`src/common/swf_pkg.sv`:
```
// Shared constants and carrier types for the status word flag block
package swf_pkg;
  // ****************************************************************
  // Addresses and field positions
  // ****************************************************************
  localparam logic [7:0] SWF_PSW_ADDR = 8'hD0;
  localparam logic [7:0] SWF_BIT_BASE = 8'hD0;
  localparam int unsigned SWF_CARRY_POS = 7;
  localparam int unsigned SWF_HALF_POS = 6;
  localparam int unsigned SWF_USER0_POS = 5;
  localparam int unsigned SWF_BANK_HI_POS = 4;
  localparam int unsigned SWF_BANK_LO_POS = 3;
  localparam int unsigned SWF_OVER_POS = 2;
  localparam int unsigned SWF_USER1_POS = 1;
  localparam int unsigned SWF_PARITY_POS = 0;
  localparam int unsigned SWF_BANK_SHIFT = 3;

  // ****************************************************************
  // Values after reset and limits
  // ****************************************************************
  localparam logic [7:0] SWF_PSW_RESET = 8'h00;
  localparam logic [1:0] SWF_BANK_RESET = 2'h0;
  localparam logic [15:0] SWF_RESULT_RESET = 16'h0000;
  localparam logic [15:0] SWF_BYTE_MAX = 16'h00FF;
  localparam logic [7:0] SWF_READ_IDLE = 8'h00;

  // ****************************************************************
  // Operations and carriers
  // ****************************************************************
  typedef enum logic [2:0] {
    SWF_NO_OP = 3'h0,
    SWF_ADD_OP = 3'h1,
    SWF_ADD_WITH_CARRY_OP = 3'h2,
    SWF_SUBTRACT_BORROW_OP = 3'h3,
    SWF_MULTIPLY_OP = 3'h4,
    SWF_DIVIDE_OP = 3'h5
  } swf_op_t;

  typedef struct packed {
    logic valid;
    swf_op_t op;
    logic [7:0] a;
    logic [7:0] b;
  } swf_alu_req_t;

  typedef struct packed {
    logic wr;
    logic rd;
    logic [7:0] addr;
    logic [7:0] wdata;
  } swf_sfr_req_t;

  typedef struct packed {
    logic wr;
    logic rd;
    logic [7:0] addr;
    logic val;
  } swf_bit_req_t;

  typedef struct packed {
    logic carry;
    logic half;
    logic over;
    logic [15:0] result;
  } swf_alu_out_t;
endpackage : swf_pkg

```
`src/hdl/swf_status_word.sv`:
```
// Program status word: arithmetic flags, user flags, bank select and parity
//
// What this block does
// - Carry set on carry or borrow, else cleared
// - Half carry from low nibble, else cleared
// - Overflow on signed overflow of add/subtract
// - Overflow when product exceeds one byte
// - Overflow on divide by zero
// - These instructions otherwise clear overflow
// - Status word at 0xD0, bit-addressable, any page
`timescale 1ns/10ps
module swf_status_word (
  input wire logic clk_sys,
  input wire logic reset,
  input wire logic clk_en,
  input swf_pkg::swf_alu_req_t alu_req,
  input swf_pkg::swf_sfr_req_t sfr_req,
  input swf_pkg::swf_bit_req_t bit_req,
  input wire logic [7:0] acc,
  output logic [15:0] alu_result,
  output logic alu_done,
  output logic [7:0] sfr_rdata,
  output logic sfr_rvalid,
  output logic bit_rdata,
  output logic bit_rvalid,
  output logic [7:0] status_word,
  output logic [1:0] bank_select,
  output logic [7:0] bank_base
);
  // ****************************************************************
  // Decoding helpers
  // ****************************************************************
  function automatic logic bit_hit(input logic [7:0] addr, input int unsigned pos);
    bit_hit = addr == (swf_pkg::SWF_BIT_BASE + 8'(pos));
  endfunction : bit_hit

  logic [7:0] psw_reg;
  logic [7:0] psw_next;
  logic [1:0] carry_half_reg;
  logic over_reg;
  logic [1:0] user_reg;
  logic [1:0] bank_reg;
  logic parity_reg;
  logic [15:0] result_reg;
  logic done_reg;
  logic [7:0] rdata_reg;
  logic rvalid_reg;
  logic brdata_reg;
  logic brvalid_reg;
  logic byte_wr;
  logic alu_fire;
  swf_pkg::swf_alu_out_t alu_out;

  assign byte_wr = sfr_req.wr && (sfr_req.addr == swf_pkg::SWF_PSW_ADDR);
  assign alu_fire = alu_req.valid && (alu_req.op != swf_pkg::SWF_NO_OP);

  swf_arith u_arith (
    .op(alu_req.op),
    .a(alu_req.a),
    .b(alu_req.b),
    .cin(psw_reg[swf_pkg::SWF_CARRY_POS]),
    .res(alu_out)
  );

  // ****************************************************************
  // Next status word
  // ****************************************************************
  always_comb begin
    psw_next = psw_reg;
    if (byte_wr) begin
      psw_next[7:1] = sfr_req.wdata[7:1];
    end
    for (int unsigned i = 1; i < 8; i++) begin
      if (bit_req.wr && bit_hit(bit_req.addr, i)) begin
        psw_next[i] = bit_req.val;
      end
    end
    // Hardware flag updates win over a software write in the same cycle
    if (alu_fire) begin
      psw_next[swf_pkg::SWF_CARRY_POS] = alu_out.carry;
      psw_next[swf_pkg::SWF_HALF_POS] = alu_out.half;
      psw_next[swf_pkg::SWF_OVER_POS] = alu_out.over;
    end
    psw_next[swf_pkg::SWF_PARITY_POS] = ^acc;
  end

  // ****************************************************************
  // Arithmetic flags
  // ****************************************************************
  always_ff @(posedge clk_sys or posedge reset) begin
    if (reset) begin
      carry_half_reg <= swf_pkg::SWF_PSW_RESET[7:6];
      over_reg <= swf_pkg::SWF_PSW_RESET[2];
    end else if (clk_en) begin
      carry_half_reg <= psw_next[7:6];
      over_reg <= psw_next[2];
    end
  end

  // ****************************************************************
  // User flags and bank select
  // ****************************************************************
  always_ff @(posedge clk_sys or posedge reset) begin
    if (reset) begin
      user_reg <= {swf_pkg::SWF_PSW_RESET[5], swf_pkg::SWF_PSW_RESET[1]};
    end else if (clk_en) begin
      user_reg <= {psw_next[5], psw_next[1]};
    end
  end

  always_ff @(posedge clk_sys or posedge reset) begin
    if (reset) begin
      bank_reg <= swf_pkg::SWF_BANK_RESET;
    end else if (clk_en) begin
      bank_reg <= psw_next[4:3];
    end
  end

  // ****************************************************************
  // Parity
  // ****************************************************************
  always_ff @(posedge clk_sys or posedge reset) begin
    if (reset) begin
      parity_reg <= swf_pkg::SWF_PSW_RESET[0];
    end else if (clk_en) begin
      parity_reg <= psw_next[0];
    end
  end

  // ****************************************************************
  // Arithmetic result
  // ****************************************************************
  always_ff @(posedge clk_sys or posedge reset) begin
    if (reset) begin
      result_reg <= swf_pkg::SWF_RESULT_RESET;
      done_reg <= 1'b0;
    end else if (clk_en) begin
      done_reg <= alu_fire;
      if (alu_fire) begin
        result_reg <= alu_out.result;
      end
    end
  end

  // ****************************************************************
  // Read path
  // ****************************************************************
  always_ff @(posedge clk_sys or posedge reset) begin
    if (reset) begin
      rdata_reg <= swf_pkg::SWF_READ_IDLE;
      rvalid_reg <= 1'b0;
      brdata_reg <= 1'b0;
      brvalid_reg <= 1'b0;
    end else if (clk_en) begin
      rvalid_reg <= sfr_req.rd && (sfr_req.addr == swf_pkg::SWF_PSW_ADDR);
      rdata_reg <= (sfr_req.rd && (sfr_req.addr == swf_pkg::SWF_PSW_ADDR)) ?
                   psw_reg : swf_pkg::SWF_READ_IDLE;
      brvalid_reg <= bit_req.rd && (bit_req.addr[7:3] == swf_pkg::SWF_BIT_BASE[7:3]);
      brdata_reg <= bit_req.rd && (bit_req.addr[7:3] == swf_pkg::SWF_BIT_BASE[7:3]) &&
                    psw_reg[bit_req.addr[2:0]];
    end
  end

  assign alu_result = result_reg;
  assign alu_done = done_reg;
  assign sfr_rdata = rdata_reg;
  assign sfr_rvalid = rvalid_reg;
  assign bit_rdata = brdata_reg;
  assign bit_rvalid = brvalid_reg;
  // Word assembled from the per-concern registers, one driver per bit
  assign psw_reg = {carry_half_reg, user_reg[1], bank_reg, over_reg, user_reg[0], parity_reg};
  assign status_word = psw_reg;
  assign bank_select = psw_reg[4:3];
  assign bank_base = {3'h0, psw_reg[4:3], 3'h0};

  // ****************************************************************
  // Checks
  // ****************************************************************
  logic chk_fire;
  swf_pkg::swf_op_t chk_op;
  logic [7:0] chk_a;
  logic [7:0] chk_b;
  logic chk_cin;
  logic [8:0] chk_sum;
  logic [8:0] chk_dif;
  logic [15:0] chk_prod;

  always_ff @(posedge clk_sys or posedge reset) begin
    if (reset) begin
      chk_fire <= 1'b0;
      chk_op <= swf_pkg::SWF_NO_OP;
      chk_a <= 8'h00;
      chk_b <= 8'h00;
      chk_cin <= 1'b0;
    end else if (clk_en) begin
      chk_fire <= alu_fire;
      chk_op <= alu_req.op;
      chk_a <= alu_req.a;
      chk_b <= alu_req.b;
      chk_cin <= psw_reg[7];
    end
  end

  assign chk_sum = {1'b0, chk_a} + {1'b0, chk_b};
  assign chk_dif = {1'b0, chk_a} - {1'b0, chk_b} - 9'(chk_cin);
  assign chk_prod = 16'(chk_a) * 16'(chk_b);
endmodule : swf_status_word

```
`src/hdl/swf_arith.sv`:
```
// Arithmetic result and flag computation for the status word block
`timescale 1ns/10ps
module swf_arith (
  input swf_pkg::swf_op_t op,
  input wire logic [7:0] a,
  input wire logic [7:0] b,
  input wire logic cin,
  output swf_pkg::swf_alu_out_t res
);
  logic [8:0] sum9;
  logic [4:0] nib5;
  logic [15:0] prod;

  always_comb begin
    res = '0;
    sum9 = 9'h000;
    nib5 = 5'h00;
    prod = 16'(a) * 16'(b);
    unique case (op)
      swf_pkg::SWF_ADD_OP, swf_pkg::SWF_ADD_WITH_CARRY_OP: begin
        sum9 = {1'b0, a} + {1'b0, b} + 9'((op == swf_pkg::SWF_ADD_WITH_CARRY_OP) && cin);
        nib5 = {1'b0, a[3:0]} + {1'b0, b[3:0]} +
               5'((op == swf_pkg::SWF_ADD_WITH_CARRY_OP) && cin);
        res.result = {8'h00, sum9[7:0]};
        res.carry = sum9[8];
        res.half = nib5[4];
        res.over = (a[7] == b[7]) && (sum9[7] != a[7]);
      end
      swf_pkg::SWF_SUBTRACT_BORROW_OP: begin
        sum9 = {1'b0, a} - {1'b0, b} - 9'(cin);
        nib5 = {1'b0, a[3:0]} - {1'b0, b[3:0]} - 5'(cin);
        res.result = {8'h00, sum9[7:0]};
        res.carry = sum9[8];
        res.half = nib5[4];
        res.over = (a[7] != b[7]) && (sum9[7] != a[7]);
      end
      swf_pkg::SWF_MULTIPLY_OP: begin
        res.result = prod;
        res.over = prod > swf_pkg::SWF_BYTE_MAX;
      end
      swf_pkg::SWF_DIVIDE_OP: begin
        if (b == 8'h00) begin
          res.over = 1'b1;
        end else begin
          res.result = {a % b, a / b};
        end
      end
      default: begin
        res = '0;
      end
    endcase
  end
endmodule : swf_arith

```
`config.mk`:
```
export PLATFORM = sky130hd
export DESIGN_NAME = swf_status_word
export DESIGN_NICKNAME = d
export VERILOG_FILES = /design/src/common/swf_pkg.sv /design/src/hdl/swf_status_word.sv /design/src/hdl/swf_arith.sv
export SDC_FILE = /design/constraint.sdc
export NUM_CORES = 1
export LEC_CHECK = 0
export ABC_AREA = 1
export BUFFER_PORTS_ARGS = -buffer_cell sky130_fd_sc_hd__buf_2
export CORE_ASPECT_RATIO = 1.5
export CORE_MARGIN = 5
export CORE_UTILIZATION = 60
export DETAILED_ROUTE_END_ITERATION = 10
export MAX_ROUTING_LAYER = met4
export PLACE_DENSITY = 0.83
export SLEW_MARGIN = 20
export SYNTH_ARGS = -nofsm -noshare
export SYNTH_HDL_FRONTEND = slang
export SYNTH_SLANG_ARGS = --single-unit
export TNS_END_PERCENT = 20
```
`constraint.sdc`:
```
create_clock -name clk_sys -period 3.38 [get_ports clk_sys]
set_input_delay 0.845 -clock clk_sys [delete_from_list [all_inputs] [get_ports clk_sys]]
set_output_delay 0.845 -clock clk_sys [all_outputs]
set_load 0.02 [all_outputs]
```
* After elaboration in Yosys (flattened, before gate mapping)
Index checks and enable logic that the tools add are counted.
Word-level totals: flip-flop bits (word level) 36, input port bits 60, output and inout port bits 46, logic and storage cells 96
Cells by class: add/subtract/negate cells 8, multiply operators 1, divide/modulo/power cells 2, $lt $le $gt $ge 2, equality and inequality tests 18, muxes and demuxes 17, reduce and logical (&&, ||, !) cells 34
Operator list (number):
- $pmux W17 S4 | 1
- $eq A8 B8 Y1 const B | 8
- $gt A16 B8 Y1 const B | 1
- $mul A8 B8 Y16 | 1
- $mux W16 | 1
- $reduce_and A2 Y1 | 8
- $logic_and A1 B1 Y1 | 15
- $reduce_bool A3 Y1 | 4
- $mux W1 | 10
- $add A8 B8 Y9 | 1
- $add A9 B1 Y9 | 1
- $sub A8 B8 Y9 | 1
- $sub A9 B1 Y9 | 1
- $div A8 B8 Y8 | 1
- $logic_not A8 Y1 | 1
- $mod A8 B8 Y8 | 1
- $mux W8 | 1
- $reduce_bool A2 Y1 | 4
- $reduce_xor A8 Y1 | 1
- $mux W7 | 1
- $eq A3 B2 Y1 const B | 2
- $eq A3 B3 Y1 const B | 2
- $add A4 B4 Y5 | 1
- $add A5 B1 Y5 | 1
- 11 further kinds | 13

* Longest topological paths before layout
depth in word-level cells 7, mapped depth 72, mapped depth without buffers 72

* Cells and area by module
A second synthesis with hierarchy kept.
Second synthesis, totals: cell total of the unflattened synthesis 1040, area, all modules 7332.0 um^2
Modules (own cells, without submodules):
- swf_arith | times used 1, cells an instance 814, area an instance 5332.6 um^2, sequential area each 0.0 um^2
- swf_status_word | times used 1, cells an instance 226, area an instance 1999.4 um^2, sequential area each 900.9 um^2

* Least setup slack after synthesis
No wires, ideal clock.
path kind input -> register, start in alu_req[0] (netlist name), end reg result_reg[13] (netlist: alu_result[13]), library setup time 0.066 ns, arrival 9.190 ns, required time 3.314 ns, setup slack -5.875 ns, stages 67, path buffers 0, path through inv_1 -> ha_1 -> o21ai_0 -> o21bai_2 -> nand2_1 -> inv_1 -> ha_1 -> o21ai_1 -> a21oi_4 -> nand2_1 -> o21ai_1 -> inv_1 -> ha_1 -> a21oi_1 -> nand2_1 -> or2_2 -> nand2_1 -> nand2_1 -> [31 not listed] -> nand2_1 -> nand2_1 -> nand2_1 -> a21oi_1 -> xor2_1 -> nand2_1 -> and2_1 -> ha_1 -> nand2_1 -> nor3_1 -> nand2_1 -> o2111ai_1 -> nand2_2 -> o22ai_1 -> clkinv_1 -> nand2_1 -> nand2_1 -> nand2_1
On the way: longest elaborated chain between the ends 3, elaborated cells on any way between the ends 5, classes of those cells mul: 1; div: 1; mux: 2; reduce/logical: 1
RTL lines:
- start, declared | line swf_status_word.sv:16 | input swf_pkg::swf_alu_req_t alu_req,
- $mod A8 B8 Y8 or $logic_not A8 Y1 (tied branches) | line swf_arith.sv:45, swf_arith.sv:42
- $mux W16 | line swf_arith.sv:42 | if (b == 8'h00) begin
- $pmux W17 S4 (*) | line swf_arith.sv:19 | unique case (op)
- end signal, assigned | line swf_status_word.sv:135 | result_reg <= swf_pkg::SWF_RESULT_RESET;
- end signal, assigned | line swf_status_word.sv:140 | result_reg <= alu_out.result;
- end, declared | line swf_status_word.sv:44 | logic [15:0] result_reg;
Mark *: on every way between the ends. The rest lies on a longest branch, timed or not. A chain may end at the register's enable or synchronous reset.

* Final worst setup path
start in alu_req[0] (netlist name), end reg result_reg[12] (netlist: alu_result[12])
The elaborated chain is that of the path after synthesis.

==> impl_metrics.tcl <==
set metrics [dict create \
    place_area_um2 9300 \
    wl_mm 33.1 \
    status "complete, but fails checks" \
    ir_drop_v 0.000297 \
    violations "negative setup slack" \
    hold_class "flop to flop" \
    slew_headroom 0.474 \
    netlist_instances 1082 \
    start_util 0.607 \
    vias 9466 \
    grt_use_met1 0.394 \
    clk_pin_slew_ps 60 \
    core-area_um2 12000 \
    dp.cells 1480 \
    gr-usage-met3 0.0537 \
    yosysWarnings 0 \
    dieHeight_um 145 \
    grt_pass1_wl_mm 45.2 \
    via_per_inst 6.13 \
    period_share 2.90 \
    htreeDepth 2 \
    die_area_um2 14400 \
    end_kind "flop" \
    worstMarginPinSlew_ps 786 \
    fillCellCount 591 \
    max_clock_freq_mhz 102 \
    drt_drc_violations_left 0 \
    fin_cells 1543 \
    post_route_cells_drive_above_1_share 0.381 \
    place.gp.congestion 0.981 \
    cts_tree "done" \
    use_met2 0.739 \
    critPathMaxStageDelay_ps 380 \
    powerDensity_nw_per_um2 438 \
    crit_path_max_fanout 6 \
    io-pin-count 106 \
    globalRouteOverflowTotal 0 \
    cts-root-buf "clkbuf_16" \
    worstSetupPathType "input port to flop" \
    setup_tns_ps -75660 \
    placement.io_buffers 98 \
    fin_ws_ps -6420 \
    largest_reg_flops 16 \
    place_ws_ps -6100 \
    seq_area_frac_synth 0.124 \
    slowest_stage "ha_1" \
    drtIter0Drc 1004 \
    hold_slack_ps 472 \
    avgSynthCellArea_um2 6.70 \
    antenna_left 0 \
    fin_area_um2 10500 \
    gr-max-usage-layer "met2" \
    cp.required_ps 3610 \
    critPathLaunchType "input port" \
    period_minus_slack_ps 9800 \
    insertion_delay_ps 290 \
    timing.final.setup_violations 18 \
    die_x_um 99.8 \
    antenna_found_initial 0 \
    drv_cap 0 \
    grt_max_degree 37 \
    p_leak_nw 6.03 \
    rsz0062_at_grt "yes" \
    fin_worst_skew_ps 5.69 \
    grt_pass1_vias 9267 \
    ys_seq_elements 36 \
    clockBufferDepth 2 \
    wl_per_cell_um 21.4 \
    rows 49 \
    dr.pass1.iters 8 \
    slew_viol_final 0 \
    crit_top_cell "nand2_1" \
    hold_viol 0 \
    layout.nets 1589 \
    cp.arrival_ps 10020 \
    antenna_cells 0 \
    grt_usage 0.407 \
    cts_buffers 5 \
    areaGrowthSynthToFinish_pct 45.2 \
    ys_types 52 \
    syn-cell-area_um2 7250 \
    hpwl_mm 19.5 \
    cts_sinks 36 \
]
-- per-layer routing --
layer	routed length, µm	vias up
met1	10200	4252
met2	15600	827
met4	3960	0
li1	-	4010
met3	3380	377
met5	0	-
-- timing repair --
action,CTS,global route
endpoints found under the setup margin,17,18
gates cloned,1,1
pin swaps,54,48
hold buffers,0,0
buffers inserted,38,15
resized for setup,96,58
-- final cells by class --
type	instances	area (µm²)	area share
timing repair buffer	331	2300	0.218
sequential	36	901	0.0855
clock buffer	5	125	0.0119
inverter	224	860	0.0816
tap	153	191	0.0182
multi-input combinational	791	6140	0.583
clock inverter	3	18.8	0.00178
-- cell usage in the layout (no fill, tap or decap), types with 6 or more instances in the layout --
cell / netlist / final
o22ai_1: 9 / 7
nand2_2: 7 / 36
nand2_4: 1 / 10
nand3_2: 12 / 18
buf_6: 2 / 11
nor2_1: 48 / 47
inv_2: 11 / 17
ha_1: 99 / 78
buf_2: 5 / 97
a21oi_2: 0 / 17
nand2_1: 289 / 252
xnor2_1: 10 / 10
o21ai_1: 18 / 13
ha_4: 0 / 21
buf_4: 16 / 221
o21ai_2: 2 / 14
dfrtp_1: 36 / 36
nand3_1: 54 / 44
o21ai_0: 48 / 36
fa_1: 41 / 40
xor2_1: 19 / 17
a21oi_1: 52 / 33
conb_1: 1 / 6
nand4_1: 8 / 8
nor3_1: 9 / 6
inv_1: 211 / 199
-- cell usage after synthesis (all sizes together) --
master	number	area (µm²)
a21boi	1	7.51
a21o	4	30.0
a21oi	54	293
a221oi	1	8.76
a22oi	2	15.0
a31oi	5	31.3
a32o	1	10.0
and2	5	31.3
buf	23	168
clkbuf	14	52.6
clkinv	2	7.51
conb	1	3.75
dfrtp	36	901
fa	41	821
ha	99	1240
inv	222	833
mux2	2	22.5
nand2	297	1140
nand3	67	408
nand3b	1	7.51
nand4	9	62.6
nor2	53	249
nor3	10	55.1
nor4	5	37.5
o2111ai	5	43.8
o211ai	2	15.0
o21a	1	7.51
o21ai	68	348
o21bai	4	33.8
o221ai	2	17.5
o22ai	9	56.3
or2	7	43.8
xnor2	10	87.6
xor2	19	166
-- worst paths after layout --
check | start | endpoint | slack [ps] | cells after the start
worst max-delay path | alu_req[0] | alu_result[12] | -6420 | 67
worst min-delay path | sfr_rvalid | sfr_rvalid | 470 | 2
worst max register to register | carry_half_reg[1] | carry_half_reg[1] | 570 | 18
worst min register to register | sfr_rvalid | sfr_rvalid | 470 | 2
max in group asynchronous | reset | parity_reg | 2400 | 3
min in group asynchronous | reset | alu_result[12] | 650 | 3
-- metrics by stage --
step	power (mW)	utilization
after global routing	4.88	0.881
after detailed placement	3.49	0.778
after global placement	3.40	0.778
final	4.62	0.881
after CTS	4.20	0.852
after floorplan	2.23	-
-- logic make-up after synthesis --
family / count (synthesis) / synth area share
and+or+nand+nor: 454 / 0.280
buffers and inverters: 261 / 0.146
AOI/OAI and AO/OA: 159 / 0.126
adders and majority gates: 140 / 0.284
DFF: 36 / 0.124
xor gates and xnor gates: 29 / 0.0350
muxes: 2 / 0.00310
other: 1 / 0.000517
-- critical path: cells and delay by family --
family,cells,cell delay [ps]
buf+inv,17,1660
simple gates,34,3960
xor+xnor,1,210
fa+ha+maj,8,2250
compound gates,7,1060
-- report_power, final --
part	switching (mW)	leakage, nW	total [mW]	internal [mW]
sequential	0.0542	0.465	0.545	0.491
combinational	2.04	5.49	3.61	1.58
clock	0.185	0.0736	0.456	0.271
total	2.28	6.03	4.62	2.34
Power figures use the tool's default switching activity.
